File: config.mk
export PLATFORM = sky130hd
export DESIGN_NAME = kss_top
export DESIGN_NICKNAME = d
export VERILOG_FILES = /design/src/hw/kss_pkg.sv /design/src/hw/kss_top.sv /design/src/hw/kss_sync.sv /design/src/hw/kss_rx.sv
export VERILOG_INCLUDE_DIRS = /design/src /design/src/hw
export SDC_FILE = /design/constraint.sdc
export NUM_CORES = 1
export LEC_CHECK = 0
export ABC_AREA = 0
export ABC_CLOCK_PERIOD_IN_PS = 4600
export BUFFER_PORTS_ARGS = -buffer_cell sky130_fd_sc_hd__buf_4
export CORE_ASPECT_RATIO = 1.25
export CORE_MARGIN = 1.5
export CORE_UTILIZATION = 40
export CTS_BUF_LIST = sky130_fd_sc_hd__clkbuf_8
export DETAILED_ROUTE_END_ITERATION = 6
export PLACE_DENSITY = 0.67
export SETUP_SLACK_MARGIN = 0.2
export SLEW_MARGIN = 10
export SYNTH_ARGS = -nofsm -noshare
export SYNTH_HDL_FRONTEND = slang
export SYNTH_SLANG_ARGS = --single-unit
export TNS_END_PERCENT = 1
File: constraint.sdc
create_clock -name clk -period 4.6 [get_ports clk]
set_clock_uncertainty 0.2 [all_clocks]
set_input_delay 0.23 -clock clk [delete_from_list [all_inputs] [get_ports clk]]
set_output_delay 0.23 -clock clk [all_outputs]
set_load 0.03 [all_outputs]
File: src/hw/kss_cfg.svh
`ifndef KSS_CFG_SVH
`define KSS_CFG_SVH

// host i/o addresses; address bit zero reaches the part as the control/data select
`define KSS_ADDR_DATA 8'h10
`define KSS_ADDR_CTRL 8'h11
`define KSS_CD_CTRL 1'h1
`define KSS_CD_DATA 1'h0

// command bit that starts an internal reset
`define KSS_CMD_IR_BIT 6
`define KSS_CMD_RESET 8'h00
`define KSS_MODE_RESET 8'h4e

// mode stop field codes: 2'h3 is two stop bits, 2'h2 one and a half (sent as two)
`define KSS_STOP_TWO_MIN 2'h2

// clear-to-send is grounded on the board
`define KSS_CTS_LEVEL 1'h0

// 16x bit clock: mid-bit sample tick and last tick of a bit
`define KSS_MID_TICK 4'h7
`define KSS_LAST_TICK 4'hf
`define KSS_FRAME_ONE_STOP 4'ha
`define KSS_FRAME_TWO_STOP 4'hb
`define KSS_LAST_DATA_BIT 3'h7

// rates, for reference of the derived bit clock
`define KSS_CLK_HZ 10000000
`define KSS_BAUD 4800
`define KSS_OVERSAMPLE 16

// idle levels of the synchronised pins
`define KSS_SYNC_WIDTH 15
`define KSS_SYNC_IDLE 15'h7fff

`endif

File: src/hw/kss_pkg.sv
package kss_pkg;

	typedef struct packed {
		logic enter_hunt;
		logic int_reset;
		logic rts;
		logic err_reset;
		logic send_break;
		logic receive_enable_bit;
		logic dtr;
		logic transmit_enable_bit;
	} kss_cmd_s;

	typedef struct packed {
		logic [1:0] stop_bits;
		logic even_parity;
		logic parity_en;
		logic [1:0] char_len;
		logic [1:0] rate_factor;
	} kss_mode_s;

	typedef struct packed {
		logic dsr;
		logic sync_det;
		logic frame_err;
		logic overrun_err;
		logic parity_err;
		logic tx_empty;
		logic rx_ready;
		logic tx_ready;
	} kss_status_s;

	typedef enum logic [1:0] {RX_IDLE, RX_START, RX_DATA, RX_STOP} kss_rx_state_e;

endpackage

File: src/hw/kss_top.sv
`timescale 1ns/1ps
`include "kss_cfg.svh"

module kss_top
	import kss_pkg::*;
(
	input wire logic clk,
	input wire logic sys_rst,
	input wire logic init_n,
	input wire logic keyboard_select_n,
	input wire logic host_write_strobe_n,
	input wire logic host_read_strobe_n,
	input wire logic cd_select,
	input wire logic [7:0] host_data_in,
	output logic [7:0] host_data_out,
	output logic host_data_oe_n,
	input wire logic keyboard_bit_clock,
	input wire logic keyboard_serial_in,
	output logic keyboard_serial_out,
	output logic rx_char_waiting_n,
	output logic tx_buffer_free_n,
	output logic keyboard_irq_n,
	output logic vector_relocate_n
);

	////////////////////////////////////////////////////////////////////////////////
	// pin synchronisers

	logic [`KSS_SYNC_WIDTH-1:0] pins_raw;
	logic [`KSS_SYNC_WIDTH-1:0] pins_s;
	logic bclk_s, rxd_s, init_s, cs_n_s, wr_n_s, rd_n_s, cd_s;
	logic [7:0] din_s;

	assign pins_raw = {keyboard_bit_clock, keyboard_serial_in, init_n, keyboard_select_n,
		host_write_strobe_n, host_read_strobe_n, cd_select, host_data_in};

	kss_sync u_sync (
		.clk(clk),
		.sys_rst(sys_rst),
		.pin_in(pins_raw),
		.pin_sync(pins_s)
	);

	assign {bclk_s, rxd_s, init_s, cs_n_s, wr_n_s, rd_n_s, cd_s, din_s} = pins_s;

	////////////////////////////////////////////////////////////////////////////////
	// host bus decode

	logic wr_act, rd_act;
	logic wr_act_r, wr_act_nxt;
	logic rd_act_r, rd_act_nxt;
	logic rd_cd_r, rd_cd_nxt;
	logic bclk_d_r, bclk_d_nxt;
	logic wr_pulse, wr_ctrl, wr_data, rd_data_end, bit_tick;

	assign wr_act = !cs_n_s && !wr_n_s;
	assign rd_act = !cs_n_s && !rd_n_s;
	assign wr_pulse = wr_act && !wr_act_r;
	assign wr_ctrl = wr_pulse && (cd_s == `KSS_CD_CTRL);
	assign wr_data = wr_pulse && (cd_s == `KSS_CD_DATA);
	assign rd_data_end = rd_act_r && !rd_act && (rd_cd_r == `KSS_CD_DATA);
	// one tick per rising edge of the shared 16x clock, counted on clk
	assign bit_tick = bclk_s && !bclk_d_r;

	always_comb begin
		wr_act_nxt = wr_act;
		rd_act_nxt = rd_act;
		rd_cd_nxt = rd_act ? cd_s : rd_cd_r;
		bclk_d_nxt = bclk_s;
	end

	always_ff @(posedge clk) begin
		if (sys_rst) begin
			wr_act_r <= 1'b0;
			rd_act_r <= 1'b0;
			rd_cd_r <= 1'b0;
			// matches the idle level of the synchroniser so no false tick follows reset
			bclk_d_r <= 1'b1;
		end else begin
			wr_act_r <= wr_act_nxt;
			rd_act_r <= rd_act_nxt;
			rd_cd_r <= rd_cd_nxt;
			bclk_d_r <= bclk_d_nxt;
		end
	end

	////////////////////////////////////////////////////////////////////////////////
	// mode / command control

	logic expect_mode_r, expect_mode_nxt;
	kss_mode_s mode_r, mode_nxt;
	kss_cmd_s cmd_r, cmd_nxt;
	kss_cmd_s din_cmd;
	logic soft_rst, err_reset;

	assign din_cmd = kss_cmd_s'(din_s);
	assign soft_rst = !init_s || (wr_ctrl && !expect_mode_r && din_cmd.int_reset);
	assign err_reset = wr_ctrl && !expect_mode_r && din_cmd.err_reset;

	always_comb begin
		expect_mode_nxt = expect_mode_r;
		mode_nxt = mode_r;
		cmd_nxt = cmd_r;
		if (wr_ctrl) begin
			if (expect_mode_r) begin
				mode_nxt = kss_mode_s'(din_s);
				expect_mode_nxt = 1'b0;
			end else begin
				cmd_nxt = din_cmd;
				cmd_nxt.err_reset = 1'b0;
			end
		end
		if (soft_rst) begin
			expect_mode_nxt = 1'b1;
			cmd_nxt = kss_cmd_s'(`KSS_CMD_RESET);
		end
	end

	always_ff @(posedge clk) begin
		if (sys_rst) begin
			expect_mode_r <= 1'b1;
			mode_r <= kss_mode_s'(`KSS_MODE_RESET);
			cmd_r <= kss_cmd_s'(`KSS_CMD_RESET);
		end else begin
			expect_mode_r <= expect_mode_nxt;
			mode_r <= mode_nxt;
			cmd_r <= cmd_nxt;
		end
	end

	////////////////////////////////////////////////////////////////////////////////
	// transmitter

	logic [7:0] txbuf_r, txbuf_nxt;
	logic txbuf_full_r, txbuf_full_nxt;
	logic tx_busy_r, tx_busy_nxt;
	logic [10:0] tx_sh_r, tx_sh_nxt;
	logic [3:0] tx_tick_r, tx_tick_nxt;
	logic [3:0] tx_bits_r, tx_bits_nxt;
	logic txd_r, txd_nxt;
	logic tx_start;

	assign tx_start = !tx_busy_r && txbuf_full_r && cmd_r.transmit_enable_bit
		&& (`KSS_CTS_LEVEL == 1'b0);

	always_comb begin
		txbuf_nxt = txbuf_r;
		txbuf_full_nxt = txbuf_full_r;
		tx_busy_nxt = tx_busy_r;
		tx_sh_nxt = tx_sh_r;
		tx_tick_nxt = tx_tick_r;
		tx_bits_nxt = tx_bits_r;
		if (tx_start) begin
			// frame is start, eight data bits lsb first, then stop bits
			tx_sh_nxt = {2'b11, txbuf_r, 1'b0};
			tx_bits_nxt = (mode_r.stop_bits >= `KSS_STOP_TWO_MIN) ?
				`KSS_FRAME_TWO_STOP : `KSS_FRAME_ONE_STOP;
			tx_tick_nxt = 4'h0;
			tx_busy_nxt = 1'b1;
			txbuf_full_nxt = 1'b0;
		end else if (tx_busy_r && bit_tick) begin
			tx_tick_nxt = tx_tick_r + 4'h1;
			if (tx_tick_r == `KSS_LAST_TICK) begin
				tx_sh_nxt = {1'b1, tx_sh_r[10:1]};
				tx_bits_nxt = tx_bits_r - 4'h1;
				if (tx_bits_r == 4'h1)
					tx_busy_nxt = 1'b0;
			end
		end
		if (wr_data) begin
			txbuf_nxt = din_s;
			txbuf_full_nxt = 1'b1;
		end
		if (soft_rst) begin
			tx_busy_nxt = 1'b0;
			txbuf_full_nxt = 1'b0;
		end
		txd_nxt = cmd_nxt.send_break ? 1'b0 : (tx_busy_nxt ? tx_sh_nxt[0] : 1'b1);
	end

	always_ff @(posedge clk) begin
		if (sys_rst) begin
			txbuf_r <= 8'h00;
			txbuf_full_r <= 1'b0;
			tx_busy_r <= 1'b0;
			tx_sh_r <= 11'h7ff;
			tx_tick_r <= 4'h0;
			tx_bits_r <= 4'h0;
			txd_r <= 1'b1;
		end else begin
			txbuf_r <= txbuf_nxt;
			txbuf_full_r <= txbuf_full_nxt;
			tx_busy_r <= tx_busy_nxt;
			tx_sh_r <= tx_sh_nxt;
			tx_tick_r <= tx_tick_nxt;
			tx_bits_r <= tx_bits_nxt;
			txd_r <= txd_nxt;
		end
	end

	////////////////////////////////////////////////////////////////////////////////
	// receiver and its flags

	logic [7:0] rx_char;
	logic rx_done, rx_frame_err;
	logic rx_ready_r, rx_ready_nxt;
	logic overrun_r, overrun_nxt;
	logic frame_err_r, frame_err_nxt;

	kss_rx u_rx (
		.clk(clk),
		.sys_rst(sys_rst),
		.soft_rst(soft_rst),
		.enable(cmd_r.receive_enable_bit),
		.bit_tick(bit_tick),
		.serial_in(rxd_s),
		.rx_char(rx_char),
		.rx_done(rx_done),
		.rx_frame_err(rx_frame_err)
	);

	// a new character in the cycle of a clear still sets the flag
	always_comb begin
		rx_ready_nxt = rx_ready_r;
		overrun_nxt = overrun_r;
		frame_err_nxt = frame_err_r;
		if (rd_data_end)
			rx_ready_nxt = 1'b0;
		if (err_reset) begin
			overrun_nxt = 1'b0;
			frame_err_nxt = 1'b0;
		end
		if (rx_done) begin
			rx_ready_nxt = 1'b1;
			if (rx_ready_r && !rd_data_end)
				overrun_nxt = 1'b1;
			if (rx_frame_err)
				frame_err_nxt = 1'b1;
		end
		if (soft_rst) begin
			rx_ready_nxt = 1'b0;
			overrun_nxt = 1'b0;
			frame_err_nxt = 1'b0;
		end
	end

	always_ff @(posedge clk) begin
		if (sys_rst) begin
			rx_ready_r <= 1'b0;
			overrun_r <= 1'b0;
			frame_err_r <= 1'b0;
		end else begin
			rx_ready_r <= rx_ready_nxt;
			overrun_r <= overrun_nxt;
			frame_err_r <= frame_err_nxt;
		end
	end

	////////////////////////////////////////////////////////////////////////////////
	// status, read data and pins

	kss_status_s status;
	logic [7:0] dout_r, dout_nxt;

	always_comb begin
		status = '0;
		status.tx_ready = !txbuf_full_r;
		status.rx_ready = rx_ready_r;
		status.tx_empty = !txbuf_full_r && !tx_busy_r;
		status.overrun_err = overrun_r;
		status.frame_err = frame_err_r;
		dout_nxt = (cd_s == `KSS_CD_CTRL) ? 8'(status) : rx_char;
	end

	always_ff @(posedge clk) begin
		if (sys_rst)
			dout_r <= 8'h00;
		else
			dout_r <= dout_nxt;
	end

	assign host_data_out = dout_r;
	assign host_data_oe_n = !rd_act_r;
	assign keyboard_serial_out = txd_r;
	assign rx_char_waiting_n = !rx_ready_r;
	assign tx_buffer_free_n = !(!txbuf_full_r && (`KSS_CTS_LEVEL == 1'b0)
		&& cmd_r.transmit_enable_bit);
	assign keyboard_irq_n = rx_char_waiting_n && tx_buffer_free_n;
	assign vector_relocate_n = !cmd_r.dtr;
endmodule

File: src/hw/kss_sync.sv
`timescale 1ns/1ps
`include "kss_cfg.svh"

module kss_sync
	import kss_pkg::*;
(
	input wire logic clk,
	input wire logic sys_rst,
	input wire logic [`KSS_SYNC_WIDTH-1:0] pin_in,
	output logic [`KSS_SYNC_WIDTH-1:0] pin_sync
);

	logic [`KSS_SYNC_WIDTH-1:0] meta_r;
	logic [`KSS_SYNC_WIDTH-1:0] sync_r;
	localparam logic [`KSS_SYNC_WIDTH-1:0] IDLE = `KSS_SYNC_IDLE;

	// two flops per pin; only the second stage is read
	genvar i;
	generate
		for (i = 0; i < `KSS_SYNC_WIDTH; i++) begin : g_bit
			always_ff @(posedge clk) begin
				if (sys_rst) begin
					meta_r[i] <= IDLE[i];
					sync_r[i] <= IDLE[i];
				end else begin
					meta_r[i] <= pin_in[i];
					sync_r[i] <= meta_r[i];
				end
			end
		end
	endgenerate

	assign pin_sync = sync_r;

endmodule

File: src/hw/kss_rx.sv
`timescale 1ns/1ps
`include "kss_cfg.svh"

module kss_rx
	import kss_pkg::*;
(
	input wire logic clk,
	input wire logic sys_rst,
	input wire logic soft_rst,
	input wire logic enable,
	input wire logic bit_tick,
	input wire logic serial_in,
	output logic [7:0] rx_char,
	output logic rx_done,
	output logic rx_frame_err
);

	kss_rx_state_e st_r, st_nxt;
	logic [3:0] cnt_r, cnt_nxt;
	logic [2:0] bits_r, bits_nxt;
	logic [7:0] sh_r, sh_nxt;
	logic [7:0] char_r, char_nxt;
	logic done_r, done_nxt;
	logic ferr_r, ferr_nxt;
	logic prev_r;
	logic sample;

	assign sample = bit_tick && (cnt_r == `KSS_MID_TICK);

	always_comb begin
		st_nxt = st_r;
		cnt_nxt = cnt_r;
		bits_nxt = bits_r;
		sh_nxt = sh_r;
		char_nxt = char_r;
		done_nxt = 1'b0;
		ferr_nxt = 1'b0;
		if (st_r != RX_IDLE && bit_tick)
			cnt_nxt = cnt_r + 4'h1;
		case (st_r)
			RX_IDLE: begin
				if (enable && prev_r && !serial_in) begin
					st_nxt = RX_START;
					cnt_nxt = 4'h0;
				end
			end
			RX_START: begin
				if (sample) begin
					st_nxt = serial_in ? RX_IDLE : RX_DATA;
					bits_nxt = 3'h0;
				end
			end
			RX_DATA: begin
				if (sample) begin
					sh_nxt = {serial_in, sh_r[7:1]};
					bits_nxt = bits_r + 3'h1;
					if (bits_r == `KSS_LAST_DATA_BIT)
						st_nxt = RX_STOP;
				end
			end
			RX_STOP: begin
				if (sample) begin
					char_nxt = sh_r;
					done_nxt = 1'b1;
					ferr_nxt = !serial_in;
					st_nxt = RX_IDLE;
				end
			end
			default: st_nxt = RX_IDLE;
		endcase
		if (soft_rst || !enable) begin
			st_nxt = RX_IDLE;
			done_nxt = 1'b0;
		end
	end

	always_ff @(posedge clk) begin
		if (sys_rst) begin
			st_r <= RX_IDLE;
			cnt_r <= 4'h0;
			bits_r <= 3'h0;
			sh_r <= 8'h00;
			char_r <= 8'h00;
			done_r <= 1'b0;
			ferr_r <= 1'b0;
			prev_r <= 1'b1;
		end else begin
			st_r <= st_nxt;
			cnt_r <= cnt_nxt;
			bits_r <= bits_nxt;
			sh_r <= sh_nxt;
			char_r <= char_nxt;
			done_r <= done_nxt;
			ferr_r <= ferr_nxt;
			prev_r <= serial_in;
		end
	end

	assign rx_char = char_r;
	assign rx_done = done_r;
	assign rx_frame_err = ferr_r;
endmodule

# Word level (Yosys, flattened, before mapping)
# Index checks and enable logic that the tools add are counted.
totals:
  ff_bits: 108
  output_inout_bits: 14
op_classes:
  add_sub_neg: 4
  magnitude_cmp: 1
  n_eq_ne: 12
  muxes: 42
  bitwise_logic: 5
  n_reduce_logical: 61
op_table:
  columns: ["cell", "n"]
  rows:
  - ["2-to-1 mux 4 bit", 9]
  - ["2-to-1 mux 9 bit", 3]
  - ["logical AND 1 bit", 22]
  - ["2-to-1 mux 1 bit", 19]
  - ["logical NOT 1 bit", 17]
  - ["2-to-1 mux 2 bit", 6]
  - ["nonzero test 2 bit", 6]
  - ["!= test 2 x 1 -> 1 bit (second input constant)", 5]
  - ["AND reduction 2 bit", 5]
  - ["adder 4 x 1 -> 4 bit (second input constant)", 2]
  - ["case mux 2 bit (4 select lines)", 1]
  - ["OR reduction 2 bit", 4]
  - ["2-to-1 mux 3 bit", 2]
  - ["2-to-1 mux 6 bit", 1]
  - ["case mux 3 bit (2 select lines)", 1]
  - ["OR reduction 3 bit", 2]
  - ["NOT 1 bit", 5]
  - ["AND reduction 5 bit", 1]
  - ["== test 2 bit (second input constant)", 2]
  - ["== test 4 x 1 -> 1 bit (second input constant)", 1]
  - ["== test 4 x 3 -> 1 bit (second input constant)", 1]
  - ["== test 4 bit (second input constant)", 1]
  - ["subtractor 4 x 1 -> 4 bit (second input constant)", 1]
  - ["adder 3 x 1 -> 3 bit (second input constant)", 1]
  - ["6 further kinds", 7]

# Depth between registers and ports, before layout
# Gate-level depths: netlist of run 1.
logic_depth:
  ltp_word: 10
  ltp_mapped: 8

# Modules after synthesis
# Synthesis of run 1 repeated with hierarchy kept, for this count alone.
unflattened:
  cells_unflattened: 399
  area_unflattened_um2: 3976.3
modules_own_cells:
  columns: ["mod", "n_inst", "cells_per_inst", "area_per_inst_um2", "seq_area_each_um2"]
  rows:
  - ["kss_top", 1, 221, 2025.7, 980.9]
  - ["kss_rx", 1, 115, 1147.4, 560.5]
  - ["kss_sync", 1, 63, 803.3, 600.6]

# Worst setup path before layout of run 1
# OpenSTA, ideal clock, no wires.
synth_path:
  path_kind: "reg-to-reg"
  startpoint: "reg u_rx.cnt_r[0]"
  endpoint: "reg (tool-made name)"
  setup_ns: 0.066
  t_arrival_ns: 1.523
  required_time_ns: 4.334
  path_slack_ns: 2.811
  path_stages_with_launch: 7
  synth_period_minus_slack_ns: 1.789
  path_cell_list: "dfxtp_1 -> ha_1 -> and3b_1 -> buf_4 -> a31oi_4 -> or4_4 -> a21oi_2"
synth_lines:
  columns: ["element", "line_no", "text"]
  rows:
  - ["from (decl)", "kss_rx.sv:19", "logic [3:0] cnt_r, cnt_nxt;"]
  - ["from (signal assigned)", "kss_rx.sv:89", "cnt_r <= cnt_nxt;"]

# Final worst setup path of run 1
layout_path:
  startpoint: "reg u_sync.sync_r[8], in the netlist u_sync.pin_sync[8]"
  endpoint: "reg txbuf_r[3]"
layout_between:
  elab_chain_len: 2
layout_rtl:
  columns: ["element", "line_no", "text"]
  rows:
  - ["from (decl)", "kss_sync.sv:14", "logic [`KSS_SYNC_WIDTH-1:0] sync_r;"]
  - ["from (signal, indexed assignment)", "kss_sync.sv:24", "sync_r[i] <= IDLE[i];"]
  - ["from (signal, indexed assignment)", "kss_sync.sv:27", "sync_r[i] <= meta_r[i];"]
  - ["NOT 1 bit (no source line)", null, null]
  - ["logical AND 1 bit", "kss_top.sv:60", "assign wr_data = wr_pulse && (cd_s == `KSS_CD_DATA);"]
  - ["to (signal assigned)", "kss_top.sv:191", "txbuf_r <= txbuf_nxt;"]
  - ["to (decl)", "kss_top.sv:134", "logic [7:0] txbuf_r, txbuf_nxt;"]
# Every way passes these cells.
# A chain may end at the register's enable or synchronous reset.

==> impl_metrics.yaml, run 1 <==
worst_setup_path:
  criticalPathCategory: "reg -> reg"
  worst-endpoint-arrival_ns: 2.26
  worst_path_fanout_max: 11
  critical-path-slowest-cell: "sky130_fd_sc_hd__nor4_2"
  timing.reg2reg.setup_slack_ns: 2.38
  critical_path.endpoint: "txbuf_r[3]"
  timing.critical_path.buf_inv: 0
  worstSetupStartpointType: "register"
  path_cells: "nor4_2 > mux2i_1 > nor2_1"
  r2r_end: "txbuf_r[3]"
  timing.reg2reg.worst_path_depth: 3
  worst-path-stages: 3
  startpoint: "u_sync.pin_sync[8]"
  cpPeakStageDelay_ns: 1.07
  end_kind: "register"
  critical-path-top-delay-family: "simple AND/OR/NAND/NOR gates"
  r2r-start: "u_sync.pin_sync[8]"
  worst-endpoint-required_ns: 4.64
floorplanning:
  initial_utilization_pct: 41.3
  floorplan.io_pins: 31
  fp.dieH_um: 114
  num_rows: 40
  horizontal_die_dimension_um: 92.0
  core_um2: 9610
  die-area_um2: 10500
min_path:
  min_path_type: "in -> reg"
sta:
  final-max-slew-violation-count: 0
  rsz0062_at_grt: "false"
  fmax_mhz: 450
  fin_hold_ws_ns: 0.194
  period_minus_slack_ns: 2.22
  report.final.hold_viol_count: 0
  worst_slew_pin_slew_ns: 1.18
  setup_viol_count_final: 0
  fin_tns_setup_ns: 0
  maxSlewHeadroom_pct: 20.5
  final.period_utilization_pct: 48.3
synth:
  postSynthRegisterBits: 107
  synth-edff-count: 0
  postSynthAreaPerCell_um2: 9.67
  post_synth_instance_area_um2: 3960
  synth.area.top_cells: "sky130_fd_sc_hd__dfxtp_1, sky130_fd_sc_hd__or2_2, sky130_fd_sc_hd__a21oi_1"
  synth_top_area_share_pct: 54.0
  netlist_top_cells_count: "sky130_fd_sc_hd__dfxtp_1, sky130_fd_sc_hd__nand2_1, sky130_fd_sc_hd__nor2_1"
  yosys_most_used_dff: "sky130_fd_sc_hd__dfxtp_1"
  async_flop_share_pct: 0
  yosys_warns: 0
  synth_cell_types: 51
  yosysMostFrequentCell: "sky130_fd_sc_hd__dfxtp_1"
  seq_area_frac_synth_pct: 54.0
  post_synth_inst_count: 410
  largest_area_contributor_in_the_synthesized_netlist: "sky130_fd_sc_hd__dfxtp_1"
  syn-num-nets: 438
placed_design:
  place_hpwl_um: 4950
  numPortBuffers: 30
  postPlaceCellArea_um2: 4250
  gp_congestion: 0.788
pwr:
  power_leakage_uw: 0.00176
  power.density_nw_per_um2: 343
  vdd.ir_drop.worst_v: 0.000193
run_status:
  result_of_the_run: "completed"
clocking:
  cts_hold_buffers: 15
  cts_tree: "done"
  insertion_delay_ns: 0.37
  cts_post_setup_buffers_inserted: 0
  cts-buffers-inserted: 9
  root_buffer: "sky130_fd_sc_hd__clkbuf_8"
  number_of_clock_sinks: 107
  max-clock-path-buffers: 2
  cts_resized: 0
  h-tree-depth: 3
  clk_pin_slew_worst_paths_ns: 0.11
global_route:
  global_route.overflow_total: 0
  grtUsageMet1_pct: 17.8
  grt_max_degree: 85
  gr-usage-met2_pct: 26.5
  grt_pass1_vias: 2740
  grt.total_usage_pct: 15.1
  grtUsageMet3_pct: 3.05
  number_of_antenna_violations_at_the_first_check_in_global_routing: 0
  global_route_wire_length_before_repair_um: 12600
  gr-max-usage-layer: "met2"
routing:
  route.final.wire_length_um: 7400
  drtPass1Iterations: 4
  drt-wirelength-per-cell_um: 12.8
  avg_vias_per_cell: 4.92
  vias: 2836
  drtAntennaViolNets: 0
  drt_iter0_drc: 96
  drc: 0
layout:
  drive_above_1_share_pct: 19.1
  final_design_area_no_fill_um2: 4610
  area_delta_synth_final_pct: 16.2
  num_antenna_cells: 0
  final_util_pct: 47.9
  nets_finish: 473
run:
  maxCapViolations: 0
[worst register-to-register path, delay by kind of cell (launching register included)]
family | cells | cell delay, ns
flip-flops | 1 | 0.48
AND/OR/NAND/NOR | 2 | 1.12
multiplexers | 1 | 0.30
[metal layers]
layer	routed length, µm	part of all wire (%)	vias up
met5	0	0	-
met4	113	1.5	0
met3	210	2.8	9
met2	3760	51	38
met1	3320	45	1337
li1	-	-	1452
[final cells by class]
type,instances,area [µm²]
inverters,15,56.3
flip-flops and latches,107,2140
clock inverters,7,77.6
fillers,947,5000
well taps,126,158
repair buffers,45,375
multi-input cells,267,1670
clock buffers,9,124
[per-stage QoR]
| step | instances | worst slack (ns) | total power [µW] |
|---|---|---|---|
| after floorplan | 410 | 2.81 | 998 |
| after global placement | 545 | 2.44 | 1010 |
| after detailed placement | 545 | 2.37 | 1020 |
| after CTS | 576 | 2.35 | 1600 |
| after global routing | 576 | 2.25 | 1640 |
| final | 576 | 2.38 | 1580 |
[state kept, by name, indices dropped and copies added, names as in the netlist, 8 cells and up, named ones only]
| signal | flops |
|---|---|
| tx_sh_r | 9 |
| u_rx.rx_char | 8 |
| u_sync.pin_sync | 15 |
| u_sync.meta_r | 15 |
| u_rx.sh_r | 8 |
| host_data_out | 8 |
| txbuf_r | 8 |
[where the power goes]
group / internal (µW) / switching [µW] / total [µW]
registers: 940 / 7.88 / 948
logic: 31.4 / 24.5 / 55.9
clock network: 257 / 321 / 578
[cells by family (layout without fill, tap and decap cells)]
| kind of cell | count (synthesis) | count (layout) | share of synthesized area, % |
|---|---|---|---|
| xor+xnor | 8 | 8 | 1.77 |
| fa+ha+maj | 11 | 11 | 3.47 |
| mux | 15 | 15 | 3.79 |
| compound gates | 66 | 66 | 11.1 |
| flops | 107 | 107 | 54.0 |
| buf+inv | 36 | 76 | 3.91 |
| simple gates | 167 | 167 | 21.9 |
[cell usage in the layout, fill, tap and decap left out, types with 6 or more instances in the layout]
master / instances
sky130_fd_sc_hd__dfxtp_1: 107
sky130_fd_sc_hd__nand2_1: 40
sky130_fd_sc_hd__nor2_1: 40
sky130_fd_sc_hd__a21oi_1: 33
sky130_fd_sc_hd__or2_2: 32
sky130_fd_sc_hd__buf_4: 30
sky130_fd_sc_hd__nand3_1: 21
sky130_fd_sc_hd__inv_1: 16
sky130_fd_sc_hd__mux2i_1: 15
sky130_fd_sc_hd__dlygate4sd3_1: 15
sky130_fd_sc_hd__ha_1: 11
sky130_fd_sc_hd__clkbuf_8: 9
sky130_fd_sc_hd__a221oi_1: 7
sky130_fd_sc_hd__xor2_1: 6
[worst min path at each step]
stage	from	to	slack, ns	cells after the start
after CTS	sys_rst	txbuf_r[3]	0.19	2
final	sys_rst	u_rx.sh_r[7]	0.19	2
after global routing	u_sync.meta_r[0]	u_sync.pin_sync[0]	0.23	1
after detailed placement	u_sync.meta_r[3]	u_sync.pin_sync[3]	0.20	1
after global placement	u_sync.meta_r[9]	u_sync.pin_sync[9]	0.19	1
after floorplan	host_data_in[0]	u_sync.meta_r[0]	0.13	1
(Power assumes the default switching activity.)
==> inputs of run 2 (changes only) <==
ABC_CLOCK_PERIOD_IN_PS = 2300   (was 4600)
clock period = 2.3 ns   (was 4.6 ns; I/O delays follow)
==> run 2 against run 1 <==
Effect of this change:
- sequential power up 100%
- maximum frequency up 6.8%
- setup slack worse by 2.2 ns
- clock-buffer cell count unchanged
- non-clock buffer count up 7
- first-iteration DRC count down 2.1%
- combinational power up 110%
- final cell count up 1.0%
- design area up 0.41%
- register-to-register slack worse by 2.2 ns
- via count up 0.14%
- sequential share of layout area down 0.19 points
- critical path type unchanged
==> impl_metrics.yaml, run 2 (same netlist as run 1, synthesis figures left out) <==
layout:
  drive_above_1_share_pct: 20.2
  area_delta_synth_final_pct: 16.7
  mostFrequentLayoutCells: "sky130_fd_sc_hd__dfxtp_1, sky130_fd_sc_hd__nand2_1, sky130_fd_sc_hd__nor2_1"
  num_antenna_cells: 0
  mostFrequentLayoutCell: "sky130_fd_sc_hd__dfxtp_1"
  nets_finish: 480
floorplanning:
  core_um2: 9610
  die-area_um2: 10500
  floorplan.io_pins: 31
  fp.dieH_um: 114
  initial_utilization_pct: 41.3
  num_rows: 40
  horizontal_die_dimension_um: 92.0
clocking:
  number_of_clock_sinks: 107
  h-tree-depth: 3
  clk_pin_slew_worst_paths_ns: 0.09
  root_buffer: "sky130_fd_sc_hd__clkbuf_8"
  cts_post_setup_buffers_inserted: 0
  cts_tree: "done"
  max-clock-path-buffers: 2
  cts-buffers-inserted: 9
  insertion_delay_ns: 0.37
global_route:
  global_route_wire_length_before_repair_um: 12300
  number_of_antenna_violations_at_the_first_check_in_global_routing: 0
  grt.total_usage_pct: 14.9
  gr-max-usage-layer: "met2"
  global_route.overflow_total: 0
  grtUsageMet3_pct: 3.25
  grt_max_degree: 51
  grtUsageMet1_pct: 16.9
  gr-usage-met2_pct: 25.8
  grt_pass1_vias: 2729
routing:
  route.final.wire_length_um: 7160
  vias: 2840
  drc: 0
  avg_vias_per_cell: 4.88
  drtPass1Iterations: 4
  drt-wirelength-per-cell_um: 12.3
  drtAntennaViolNets: 0
  drt_iter0_drc: 94
sta:
  fmax_mhz: 481
  final.period_utilization_pct: 90.4
  setup_viol_count_final: 0
  fin_tns_setup_ns: 0
  report.final.hold_viol_count: 0
  final-max-slew-violation-count: 0
  period_minus_slack_ns: 2.08
  maxSlewHeadroom_pct: 60.1
  worst_slew_pin_slew_ns: 0.597
  rsz0062_at_grt: "true"
pwr:
  vdd.ir_drop.worst_v: 0.000347
  power.density_nw_per_um2: 653
  totalPowerFinal_uw: 3020
  power_leakage_uw: 0.00179
run:
  maxCapViolations: 0
worst_setup_path:
  timing.reg2reg.worst_path_depth: 4
  criticalPathCategory: "reg -> reg"
  r2r-start: "u_sync.pin_sync[14]"
  worst_path_fanout_max: 7
  timing.reg2reg.setup_slack_ns: 0.22
  worstSetupStartpointType: "register"
  worst-endpoint-required_ns: 2.41
  end_kind: "register"
  startpoint: "u_sync.pin_sync[14]"
  worst-endpoint-arrival_ns: 2.19
min_path:
  min_path_type: "reg -> reg"
  hold-path-cell-count: 1
  min-delay-start: "u_sync.meta_r[13]"
placed_design:
  gp_congestion: 0.780
  numPortBuffers: 30
  place_hpwl_um: 4970
run_status:
  result_of_the_run: "completed"
run 2: layout make-up:
class | instances | area (µm²)
sequential | 107 | 2140
timing repair buffer | 52 | 430
tap | 126 | 158
inverter | 15 | 56.3
multi-input combinational | 267 | 1670
clock buffer | 9 | 124
clock inverter | 6 | 40.0
fill | 934 | 4980
run 2: metrics by stage:
stage	hold slack (ns)	worst slack [ns]	util, %	cell area [µm²]	cells
5_1_grt	0.230	0.0817	48.1	4620	582
6_report	0.209	0.221	48.1	4620	582
3_5_place_dp	0.103	0.269	44.7	4300	551
2_1_floorplan	0.0188	0.511	-	3960	410
3_3_place_gp	0.0992	0.352	44.7	4300	551
4_1_cts	0.213	0.254	48.1	4620	582
run 2: how the worst min path moves through the flow:
stage / to / slack, ns
6_report: u_sync.pin_sync[13] / 0.21
5_1_grt: u_sync.pin_sync[7] / 0.23
4_1_cts: u_sync.pin_sync[13] / 0.21
3_5_place_dp: u_sync.meta_r[0] / 0.10
3_3_place_gp: u_sync.meta_r[2] / 0.1
2_1_floorplan: u_sync.meta_r[0] / 0.02
run 2: critical path, stage by stage (launching register included):
cell and delay [ns]:
sky130_fd_sc_hd__dfxtp_1 0.38, sky130_fd_sc_hd__nor2b_1 0.52, sky130_fd_sc_hd__a21oi_1 0.23, sky130_fd_sc_hd__or4_4 0.56, sky130_fd_sc_hd__a21oi_2 0.13
run 2: timing repair:
action	CTS	global route
hold endpoints to repair	31	0
endpoints found under the setup margin	0	21
hold buffers	16	0
gates resized for setup	0	1
run 2: metal layers:
| layer | wire (µm) | up-vias |
|---|---|---|
| met2 | 3520 | 39 |
| met5 | 0 | - |
| met1 | 3280 | 1331 |
| met3 | 196 | 11 |
| li1 | - | 1459 |
| met4 | 155 | 0 |
run 2: power breakdown:
group	switching [µW]	internal [µW]
Sequential	15.2	1880
Clock	615	392
Combinational	49.6	66.6
